--- src/rt_cmd_pkg.sv ---
package rt_cmd_pkg;

  // word and field layout
  localparam int          DATA_W          = 16;
  localparam int          FIELD_W         = 5;
  localparam logic [4:0]  BCAST_TADDR     = 5'h1f;
  localparam logic [4:0]  SA_MODE_LO      = 5'h00;
  localparam logic [4:0]  SA_MODE_HI      = 5'h1f;
  localparam logic [4:0]  MC_DATA_MIN     = 5'h10;
  localparam logic [4:0]  MC_RSV_TX_LO    = 5'h09;
  localparam logic [4:0]  MC_RSV_LO       = 5'h16;
  localparam logic [4:0]  MC_16           = 5'h10;
  localparam logic [4:0]  MC_17           = 5'h11;
  localparam logic [4:0]  MC_18           = 5'h12;
  localparam logic [4:0]  MC_19           = 5'h13;
  localparam logic [4:0]  MC_20           = 5'h14;
  localparam logic [4:0]  MC_21           = 5'h15;
  localparam logic [5:0]  WC_ZERO_WORDS   = 6'h20;
  localparam logic [5:0]  MODE_DATA_WORDS = 6'h01;

  // shared ram map
  localparam logic [15:0] ILL_BASE        = 16'h0200;
  localparam logic [15:0] ILL_LAST        = 16'h02ff;
  localparam logic [15:0] DESC_BASE       = 16'h0400;
  localparam logic [15:0] MODE_DATA_BASE  = 16'h0600;
  localparam int          DESC_IWA_BIT    = 15;
  localparam int          DESC_BUF_LSB    = 0;

  // register port map, byte addresses
  localparam logic [7:0]  REG_CFG         = 8'h00;
  localparam logic [7:0]  REG_TADDR       = 8'h04;
  localparam logic [7:0]  REG_PEND        = 8'h08;
  localparam logic [7:0]  REG_LAST_CMD    = 8'h0c;
  localparam logic [7:0]  REG_CLASS       = 8'h10;
  localparam int          CFG_BCST_INV    = 0;
  localparam int          CFG_UMC_INV     = 1;
  localparam int          PEND_ACC_BIT    = 3;
  localparam logic [1:0]  CFG_RST         = 2'h0;
  localparam logic [4:0]  TADDR_RST       = 5'h00;

  typedef struct packed {
    logic [4:0] taddr;
    logic       tr;
    logic [4:0] sa;
    logic [4:0] wc;
  } cmd_word_t;

  typedef struct packed {
    logic        strobe;
    logic        cmd_sync;
    logic        sync_ok;
    logic        manch_ok;
    logic        bits_ok;
    logic [15:0] data;
    logic        parity;
  } rx_word_t;

  typedef enum logic [1:0] {
    RESP_NONE,
    RESP_IN_FORM,
    RESP_MSG_ERR
  } resp_kind_t;

  typedef struct packed {
    logic        valid;
    resp_kind_t  kind;
    logic        bcast;
    logic        mode;
    logic        tr;
    logic [4:0]  field;
    logic [5:0]  words;
    logic [1:0]  buf_method;
    logic [15:0] data_addr;
    logic        undefined;
    logic        reserved;
    logic        update_status;
  } resp_t;

endpackage

--- src/rt_command_classifier.sv ---
// Contract
// - word valid only with good sync, Manchester, bit count, odd parity
// - sync selects command or data; command keeps only 16 data bits
// - command splits into address, direction, subaddress, count/mode fields
// - address equal to latched terminal address means individually addressed
// - address 31 is broadcast to all terminals
// - broadcast-invalid set: address 31 commands dropped silently
// - subaddress 1..30 is subaddress command; direction picks receive/transmit
// - subaddress word count from field, zero means 32 words
// - subaddress 0 or 31 is mode command; low bits are mode code
// - mode codes 16..31 carry exactly one data word
// - mode codes 0..15 carry no data; direction 0 is undefined
// - undefined: 0-15,16,18,19 with dir 0; 17,20,21 with dir 1
// - undefined-mode-invalid set: undefined modes dropped, no status update
// - undefined-mode-invalid resets to 0; table then decides response
// - undefined mode, table bit 0: clear status, data word for codes 16..21, status update
// - table bit 1: message error status only, no data, status update
// - reserved: 9-15 dir 1, 22-31 any dir; table decides
// - after master reset every table location reads zero
// - separate transmit/receive descriptor blocks select buffering method
// - mode data words use fixed per-code addresses, no pointers
// - valid command with descriptor interrupt enabled raises accessed flag
// - pending bits 2..0 ignore writes and read zero
// - one table bit per valid command from 256 words at 0x0200
`timescale 1ns/1ps
`default_nettype none

module rt_command_classifier
  import rt_cmd_pkg::*;
(
  input  wire logic        mclk,
  input  wire logic        reset,
  input  wire logic        master_reset_n,
  input  wire rx_word_t    rx_word,
  input  wire logic [7:0]  reg_addr,
  input  wire logic [15:0] reg_wdata,
  input  wire logic        reg_wr,
  input  wire logic        reg_rd,
  output logic      [15:0] reg_rdata,
  output logic      [15:0] ram_addr,
  output logic             ram_rd,
  output logic             ram_wr,
  output logic      [15:0] ram_wdata,
  input  wire logic [15:0] ram_rdata,
  output resp_t            resp,
  output logic             accessed_interrupt_flag,
  output logic             table_clear_busy
);

  typedef enum logic [2:0] {
    ST_CLEAR,
    ST_IDLE,
    ST_ILL,
    ST_ILL_D,
    ST_DESC,
    ST_DESC_D
  } state_t;

  state_t      state_r;
  state_t      state_nxt;
  logic        mr_s1_r;
  logic        mr_s2_r;
  logic [7:0]  clr_idx_r;
  logic [7:0]  clr_idx_nxt;
  logic [1:0]  cfg_r;
  logic [4:0]  taddr_r;
  logic        pend_r;
  logic        pend_nxt;
  cmd_word_t   cmd_r;
  cmd_word_t   last_cmd_r;
  logic        bcast_r;
  logic        undef_r;
  logic        rsv_r;
  logic        illegal_r;
  logic [15:0] ram_addr_nxt;
  resp_t       resp_nxt;
  resp_kind_t  last_kind_r;
  logic [15:0] rdata_nxt;

  // master reset pin, two-stage synchroniser
  always_ff @(posedge mclk or posedge reset) begin
    if (reset) begin
      mr_s1_r <= 1'b1;
      mr_s2_r <= 1'b1;
    end else begin
      mr_s1_r <= master_reset_n;
      mr_s2_r <= mr_s1_r;
    end
  end

  wire soft_rst = ~mr_s2_r;

  // incoming word checks
  wire       rx_parity_ok = ^{rx_word.data, rx_word.parity};
  wire       rx_valid     = rx_word.strobe & rx_word.sync_ok &
                            rx_word.manch_ok & rx_word.bits_ok &
                            rx_parity_ok;
  wire       rx_cmd       = rx_valid & rx_word.cmd_sync;
  cmd_word_t rx_fields;
  assign rx_fields = cmd_word_t'(rx_word.data);

  // addressing
  wire bcst_inv  = cfg_r[CFG_BCST_INV];
  wire umc_inv   = cfg_r[CFG_UMC_INV];
  wire to_bcast  = (rx_fields.taddr == BCAST_TADDR);
  wire is_indiv  = ~to_bcast & (rx_fields.taddr == taddr_r);
  wire is_bcast  = to_bcast & ~bcst_inv;

  // command type
  wire       is_mode = (rx_fields.sa == SA_MODE_LO) |
                       (rx_fields.sa == SA_MODE_HI);
  wire [4:0] mc      = rx_fields.wc;
  wire       tr      = rx_fields.tr;
  wire       mc_data = (mc >= MC_DATA_MIN);

  wire undef_rx0 = ~tr & (~mc_data | (mc == MC_16) |
                   (mc == MC_18) | (mc == MC_19));
  wire undef_tx1 = tr & ((mc == MC_17) | (mc == MC_20) |
                   (mc == MC_21));
  wire is_undef  = is_mode & (undef_rx0 | undef_tx1);
  wire is_rsv    = is_mode & ((tr & (mc >= MC_RSV_TX_LO) &
                   ~mc_data) | (mc >= MC_RSV_LO));

  // broadcast transmit to a subaddress has no defined response
  wire bcast_tx_sa = is_bcast & tr & ~is_mode;

  wire accept = rx_cmd & (is_indiv | is_bcast) & ~bcast_tx_sa &
                ~(is_undef & umc_inv);

  // table word index: broadcast, direction, subaddress, upper half
  wire [7:0]  ill_idx  = {bcast_r, cmd_r.tr, cmd_r.sa,
                          cmd_r.wc[4]};
  wire [15:0] ill_addr = ILL_BASE + {8'h00, ill_idx};
  wire        ill_bit  = ram_rdata[cmd_r.wc[3:0]];

  // descriptor blocks: direction, kind, subaddress or mode code
  wire        cmd_mode  = (cmd_r.sa == SA_MODE_LO) |
                          (cmd_r.sa == SA_MODE_HI);
  wire [4:0]  desc_fld  = cmd_mode ? cmd_r.wc : cmd_r.sa;
  wire [6:0]  desc_idx  = {cmd_r.tr, cmd_mode, desc_fld};
  wire [15:0] desc_addr = DESC_BASE + {7'h00, desc_idx, 2'h0};
  wire [15:0] clr_addr  = ILL_BASE + {8'h00, clr_idx_r};

  // data word count and location
  wire        cmd_mdata = cmd_mode & (cmd_r.wc >= MC_DATA_MIN);
  wire [5:0]  sa_words  = (cmd_r.wc == 5'h00) ? WC_ZERO_WORDS
                          : {1'b0, cmd_r.wc};
  wire [5:0]  inf_words = cmd_mode ? (cmd_mdata ? MODE_DATA_WORDS
                          : 6'h00) : sa_words;
  wire [15:0] mode_addr = MODE_DATA_BASE +
                          {10'h000, bcast_r, cmd_r.tr, cmd_r.wc[3:0]};
  wire [15:0] ptr_addr  = desc_addr + 16'h0001;
  wire [15:0] data_loc  = cmd_mdata ? mode_addr
                          : (cmd_mode ? 16'h0000 : ptr_addr);

  // next state
  always_comb begin
    state_nxt   = state_r;
    clr_idx_nxt = clr_idx_r;
    unique case (state_r)
      ST_CLEAR: begin
        clr_idx_nxt = clr_idx_r + 8'h01;
        if (clr_idx_r == ILL_LAST[7:0]) begin
          state_nxt = ST_IDLE;
        end
      end
      ST_IDLE: begin
        if (accept) begin
          state_nxt = ST_ILL;
        end
      end
      ST_ILL: begin
        state_nxt = ST_ILL_D;
      end
      ST_ILL_D: begin
        state_nxt = ST_DESC;
      end
      ST_DESC: begin
        state_nxt = ST_DESC_D;
      end
      ST_DESC_D: begin
        state_nxt = ST_IDLE;
      end
    endcase
    if (soft_rst) begin
      state_nxt   = ST_CLEAR;
      clr_idx_nxt = 8'h00;
    end
  end

  // ram port
  always_comb begin
    ram_addr_nxt = 16'h0000;
    unique case (state_nxt)
      ST_CLEAR: ram_addr_nxt = (state_r == ST_CLEAR && !soft_rst) ?
                               ILL_BASE + {8'h00, clr_idx_nxt} : ILL_BASE;
      ST_ILL:   ram_addr_nxt = ILL_BASE;
      ST_DESC:  ram_addr_nxt = desc_addr;
      default:  ram_addr_nxt = 16'h0000;
    endcase
  end

  // table address depends on latched command, so issue it one cycle on
  wire [15:0] ram_addr_sel = (state_r == ST_ILL) ? ill_addr : ram_addr_nxt;

  // response build
  always_comb begin
    resp_nxt               = '0;
    resp_nxt.kind          = RESP_NONE;
    if (state_r == ST_DESC_D) begin
      resp_nxt.valid         = 1'b1;
      resp_nxt.kind          = illegal_r ? RESP_MSG_ERR
                               : RESP_IN_FORM;
      resp_nxt.bcast         = bcast_r;
      resp_nxt.mode          = cmd_mode;
      resp_nxt.tr            = cmd_r.tr;
      resp_nxt.field         = cmd_r.wc;
      resp_nxt.words         = illegal_r ? 6'h00 : inf_words;
      resp_nxt.buf_method    = cmd_mode ? 2'h0
                               : ram_rdata[DESC_BUF_LSB +: 2];
      resp_nxt.data_addr     = data_loc;
      resp_nxt.undefined     = undef_r;
      resp_nxt.reserved      = rsv_r;
      resp_nxt.update_status = 1'b1;
    end
  end

  wire iwa_set = (state_r == ST_DESC_D) &
                 ram_rdata[DESC_IWA_BIT];

  // register decode
  wire wr_cfg   = reg_wr & (reg_addr == REG_CFG);
  wire wr_taddr = reg_wr & (reg_addr == REG_TADDR);
  wire wr_pend  = reg_wr & (reg_addr == REG_PEND);

  // write one clears; a new event in the same cycle wins
  assign pend_nxt = (pend_r & ~(wr_pend & reg_wdata[PEND_ACC_BIT])) |
                    iwa_set;

  always_comb begin
    rdata_nxt = 16'h0000;
    unique case (reg_addr)
      REG_CFG:      rdata_nxt = {14'h0000, cfg_r};
      REG_TADDR:    rdata_nxt = {11'h000, taddr_r};
      REG_PEND:     rdata_nxt = {12'h000, pend_r, 3'h0};
      REG_LAST_CMD: rdata_nxt = last_cmd_r;
      REG_CLASS:    rdata_nxt = {10'h000, table_clear_busy,
                                 rsv_r, undef_r, bcast_r,
                                 last_kind_r};
      default:      rdata_nxt = 16'h0000;
    endcase
  end

  // control state
  always_ff @(posedge mclk or posedge reset) begin
    if (reset) begin
      state_r   <= ST_CLEAR;
      clr_idx_r <= 8'h00;
    end else begin
      state_r   <= state_nxt;
      clr_idx_r <= clr_idx_nxt;
    end
  end

  // configuration
  always_ff @(posedge mclk or posedge reset) begin
    if (reset) begin
      cfg_r   <= CFG_RST;
      taddr_r <= TADDR_RST;
      pend_r  <= 1'b0;
    end else if (soft_rst) begin
      cfg_r   <= CFG_RST;
      taddr_r <= TADDR_RST;
      pend_r  <= 1'b0;
    end else begin
      if (wr_cfg) begin
        cfg_r <= reg_wdata[1:0];
      end
      if (wr_taddr) begin
        taddr_r <= reg_wdata[4:0];
      end
      pend_r <= pend_nxt;
    end
  end

  // captured command and its class
  always_ff @(posedge mclk or posedge reset) begin
    if (reset) begin
      cmd_r   <= '0;
      bcast_r <= 1'b0;
      undef_r <= 1'b0;
      rsv_r   <= 1'b0;
    end else if (state_r == ST_IDLE && accept) begin
      cmd_r   <= rx_fields;
      bcast_r <= is_bcast;
      undef_r <= is_undef;
      rsv_r   <= is_rsv;
    end
  end

  always_ff @(posedge mclk or posedge reset) begin
    if (reset) begin
      illegal_r <= 1'b0;
    end else if (state_r == ST_DESC) begin
      // table word stands on the ram data lines only in this cycle
      illegal_r <= ill_bit;
    end
  end

  always_ff @(posedge mclk or posedge reset) begin
    if (reset) begin
      last_cmd_r  <= '0;
      last_kind_r <= RESP_NONE;
    end else if (resp_nxt.valid) begin
      last_cmd_r  <= cmd_r;
      last_kind_r <= resp_nxt.kind;
    end
  end

  // registered outputs
  always_ff @(posedge mclk or posedge reset) begin
    if (reset) begin
      ram_addr                <= 16'h0000;
      ram_rd                  <= 1'b0;
      ram_wr                  <= 1'b0;
      ram_wdata               <= 16'h0000;
      resp                    <= '0;
      reg_rdata               <= 16'h0000;
      accessed_interrupt_flag <= 1'b0;
      table_clear_busy        <= 1'b1;
    end else begin
      // clear write follows the walk index of this cycle, so 0x0200 is included
      ram_addr                <= (state_r == ST_CLEAR) ? clr_addr
                                 : (state_nxt == ST_ILL_D) ? ill_addr
                                 : ram_addr_sel;
      ram_rd                  <= (state_nxt == ST_ILL_D) |
                                 (state_nxt == ST_DESC);
      ram_wr                  <= (state_r == ST_CLEAR);
      ram_wdata               <= 16'h0000;
      resp                    <= resp_nxt;
      reg_rdata               <= reg_rd ? rdata_nxt : 16'h0000;
      accessed_interrupt_flag <= pend_nxt;
      table_clear_busy        <= (state_nxt == ST_CLEAR);
    end
  end

endmodule

`default_nettype wire

--- config.mk ---
export PLATFORM = sky130hd
export DESIGN_NAME = rt_command_classifier
export DESIGN_NICKNAME = d
export VERILOG_FILES = /design/src/rt_cmd_pkg.sv /design/src/rt_command_classifier.sv
export SDC_FILE = /design/constraint.sdc
export NUM_CORES = 1
export LEC_CHECK = 0
export ABC_AREA = 1
export BUFFER_PORTS_ARGS = -buffer_cell sky130_fd_sc_hd__buf_2
export CORE_AREA = 2 2 130 119
export CTS_CLUSTER_SIZE = 40
export DETAILED_ROUTE_END_ITERATION = 7
export DIE_AREA = 0 0 132 121
export PLACE_DENSITY = 0.67
export SYNTH_ARGS = -nofsm -noshare
export SYNTH_HDL_FRONTEND = slang
export SYNTH_SLANG_ARGS = --single-unit
export TNS_END_PERCENT = 10
--- constraint.sdc ---
create_clock -name mclk -period 3.2 [get_ports mclk]
set_input_delay 0.16 -clock mclk [delete_from_list [all_inputs] [get_ports mclk]]
set_output_delay 0.16 -clock mclk [all_outputs]
set_load 0.01 [all_outputs]
==> metrics.txt <==
worst setup margin 1.059 ns; CTS tree yes; Psw 778.3 µW; Synth top area share 51.60%; most used cell, CP nand2_1; Seq cells post-synth 121; cell area after layout 7107 µm²; PortBufs 118; Starting Density 39.32%; GRT overflow 0; Clock Sinks 121; power per cell area 523.2 nW/µm²; clock tree root buffer cell clkbuf_16; synth top area cells dfrtp_1, nand2_1, inv_1, nor2_1, o21ai_0; routed wire length 13.95 mm; period utilization 66.91%; Clk pwr share 52.5%; Die Wd 132 µm; GRT Overall Usage 18.53%; Post-Syn Area 5723 µm²; count of different cell masters after synthesis 41; pin count of the biggest net entering global routing 85; Setup-failing EPs final 0; Cell Chain, Critical Path inv_1 > ha_1 > nand2_1 > a21oi_1 > a31oi_1 > nand2_1 > nand3_2 > inv_1 > nand2_1 > nand3_1 > nand2_1 > a21oi_1; outcome finished, final reports clean; Post-synth EDFFs 0; ys flop type dfrtp_1; FF-to-FF path depth 12; Total Power 3718 µW; drt first pass iters 5; vias in the first global route 4597; worst slack at placement 1.079 ns; post-synthesis sequential area ratio 52.97%; DRT iter0 DRCs 370; Slew Limit Fails 0; initial antenna violation count 0; leakage 0.003777 µW; Worst Max-Slew Pin Slew 0.8292 ns; Pint 2940 µW; Max-slew headroom 44.60%; max cap viols 0; dpl hpwl 10.32 mm; Setup crit end kind register; Final ANT Viol Nets 0; Logic pwr share 5.7%; layout cells sized above 1 21.32%; Inserted Clock Buffers 17; RR Startpoint state_r[1]; diode count 0; critical path launch point type register; Setup CP Type reg2reg; Die H 121 µm; RR Endpoint ram_addr[6]; hold path start reg_wdata[2]; first-pass GRT wire length 22.96 mm; arrival time at the worst endpoint 2.44 ns; I/O pin count 157; asr flop ratio synth 100.0%; hold crit path type in2reg; Area after DPL 6451 µm²; Final nets 889; Final GP Congestion 0.8608; Ys Warns 0; Min-Delay Path Depth 3; Clock Skews 0.009165 ns; Synth Instances 678; drt drc 0; DR WL/cell 13.69 µm; H-tree depth 4; crit path max fanout 6; Peak VDD IR 0.3373 mV; reg2reg setup slack 1.06 ns; via/cell ratio 4.654; die area 15970 µm²; clk buf depth 2; core area 14560 µm²; Setup TNS Final 0 ns; area delta synth->final 24.18%; crit path time final 2.141 ns; WP data required 3.50 ns; crit-path max cell delay 0.48 ns; cell row count 42; Yosys top cell by area dfrtp_1; RSZ-0062 raised after global routing false; Setup Buffers After CTS 0; Vias 4742; Hold Violations, Final 0; synthesized area per cell 8.441 µm²; worst hold margin 0.01296 ns; CP max-delay cell dfrtp_1; Flop pwr share 41.8%; clock-pin slew on the worst setup and hold paths 0.05 ns; Min-Delay Endpoint taddr_r[2]; maximum clock frequency 467.1 MHz; insertion delay to the later sink of the worst-skew pair 0.41 ns; Switching Share 20.93%
## routing by layer
metal	up-vias	global-route usage, %	wire length (µm)
met2	175	28.81	6229
met4	0	5.639	151
met5	-	0	0
met1	2203	25.45	6632
li1	2351	-	-
met3	13	4.971	937
## cell families (layout without fill, tap and decap cells)
logic type	after synthesis	after routing	share of synthesized area [%]
buffers and inverters	146	263	11.46
AO/OA/AOI/OAI	100	100	9.860
adder cells (fa/ha/maj)	13	13	2.842
AND/OR/NAND/NOR	291	291	21.88
other	1	27	0.06553
XOR/XNOR	6	6	0.9184
flip-flops	121	121	52.97
## metrics by stage
step | cells | utilization [%]
floorplan | 704 | -
global placement | 984 | 44.32
detailed placement | 984 | 44.32
CTS | 1019 | 48.82
global route | 1019 | 48.82
finish | 1019 | 48.82
## registers in the layout (all words and copies together) (netlist names)
signal                   cells
last_cmd_r                  16
reg_rdata                   16
resp                        31
last_kind_r                  2
illegal_r                    1
pend_r                       1
ram_wr                       1
cfg_r                        2
ram_addr                    11
table_clear_busy             1
ram_rd                       1
mr_s2_r                      1
mr_s1_r                      1
bcast_r                      1
taddr_r                      5
undef_r                      1
rsv_r                        1
accessed_interrupt_flag      1
clr_idx_r                    8
state_r                      3
cmd_r                       16
## power by group through the flow
stage	Clock (µW)	Sequential [µW]	Combinational, µW
2_1_floorplan	0	1580	152
3_3_place_gp	0	1580	208
3_5_place_dp	0	1580	210
4_1_cts	1980	1550	215
5_1_grt	2060	1550	244
6_report	1950	1550	212
## synth_stat cells (4+ instances only)
| cell | n |
|---|---|
| clkbuf_1 | 10 |
| o221ai_1 | 5 |
| nand3_1 | 24 |
| o21ai_0 | 58 |
| buf_4 | 28 |
| nor3_1 | 14 |
| a21oi_1 | 18 |
| ha_1 | 13 |
| nor2_1 | 84 |
| nand2_1 | 143 |
| nand4_1 | 6 |
| o22ai_1 | 4 |
| inv_1 | 100 |
| a31oi_1 | 4 |
| nand2_2 | 4 |
| dfrtp_1 | 118 |
## how the worst max path moves through the flow
| stage | start | cells after the start | slack [ns] | end |
|---|---|---|---|---|
| 5_1_grt | state_r[1] | 12 | 0.83 | ram_addr[2] |
| 3_3_place_gp | rx_word[4] | 22 | 1.10 | ram_addr[6] |
| 4_1_cts | state_r[1] | 12 | 1.08 | ram_addr[6] |
| 2_1_floorplan | state_r[1] | 12 | 1.36 | ram_addr[2] |
| 3_5_place_dp | rx_word[4] | 21 | 1.08 | ram_addr[4] |
| 6_report | state_r[1] | 12 | 1.06 | ram_addr[6] |
## worst max-delay path, delay by kind of cell (launching register included)
kind	cells	cell delay, ns
AND/OR/NAND/NOR	6	0.80
flip-flops	1	0.48
adder cells (fa/ha/maj)	1	0.32
AO/OA/AOI/OAI	3	0.27
buffers and inverters	2	0.15
## placed cells by master (no fill, tap or decap), types with 3 or more instances in the layout
cell and count:
a21oi_1 18, a31oi_1 4, buf_2 118, buf_4 4
bufinv_16 3, clkbuf_16 17, clkbuf_8 5, clkinv_1 3
clkinv_2 3, conb_1 27, dfrtp_1 118, dfstp_2 3
dlygate4sd3_1 4, ha_1 13, inv_1 99, nand2_1 143
nand2_2 4, nand3_1 24, nand4_1 6, nor2_1 84
nor3_1 14, o21ai_0 58, o221ai_1 5, o22ai_1 4
or2_2 3, xnor2_1 3, xor2_1 3
## repair_timing
item / in CTS / in global routing
endpoints found under the hold margin: 38 / 0
hold buffers: 4 / 0
gates resized for setup: 0 / 0
## area by class of cell
| type | instances | area [µm²] |
|---|---|---|
| clock buffer | 24 | 501.7 |
| clock inverter | 7 | 113.9 |
| fill | 1396 | 7450 |
| inverter | 105 | 397.9 |
| multi-input combinational | 437 | 2133 |
| sequential | 121 | 3032 |
| tap | 198 | 247.7 |
| timing repair buffer | 127 | 680.7 |
(Power assumes the default switching activity.)
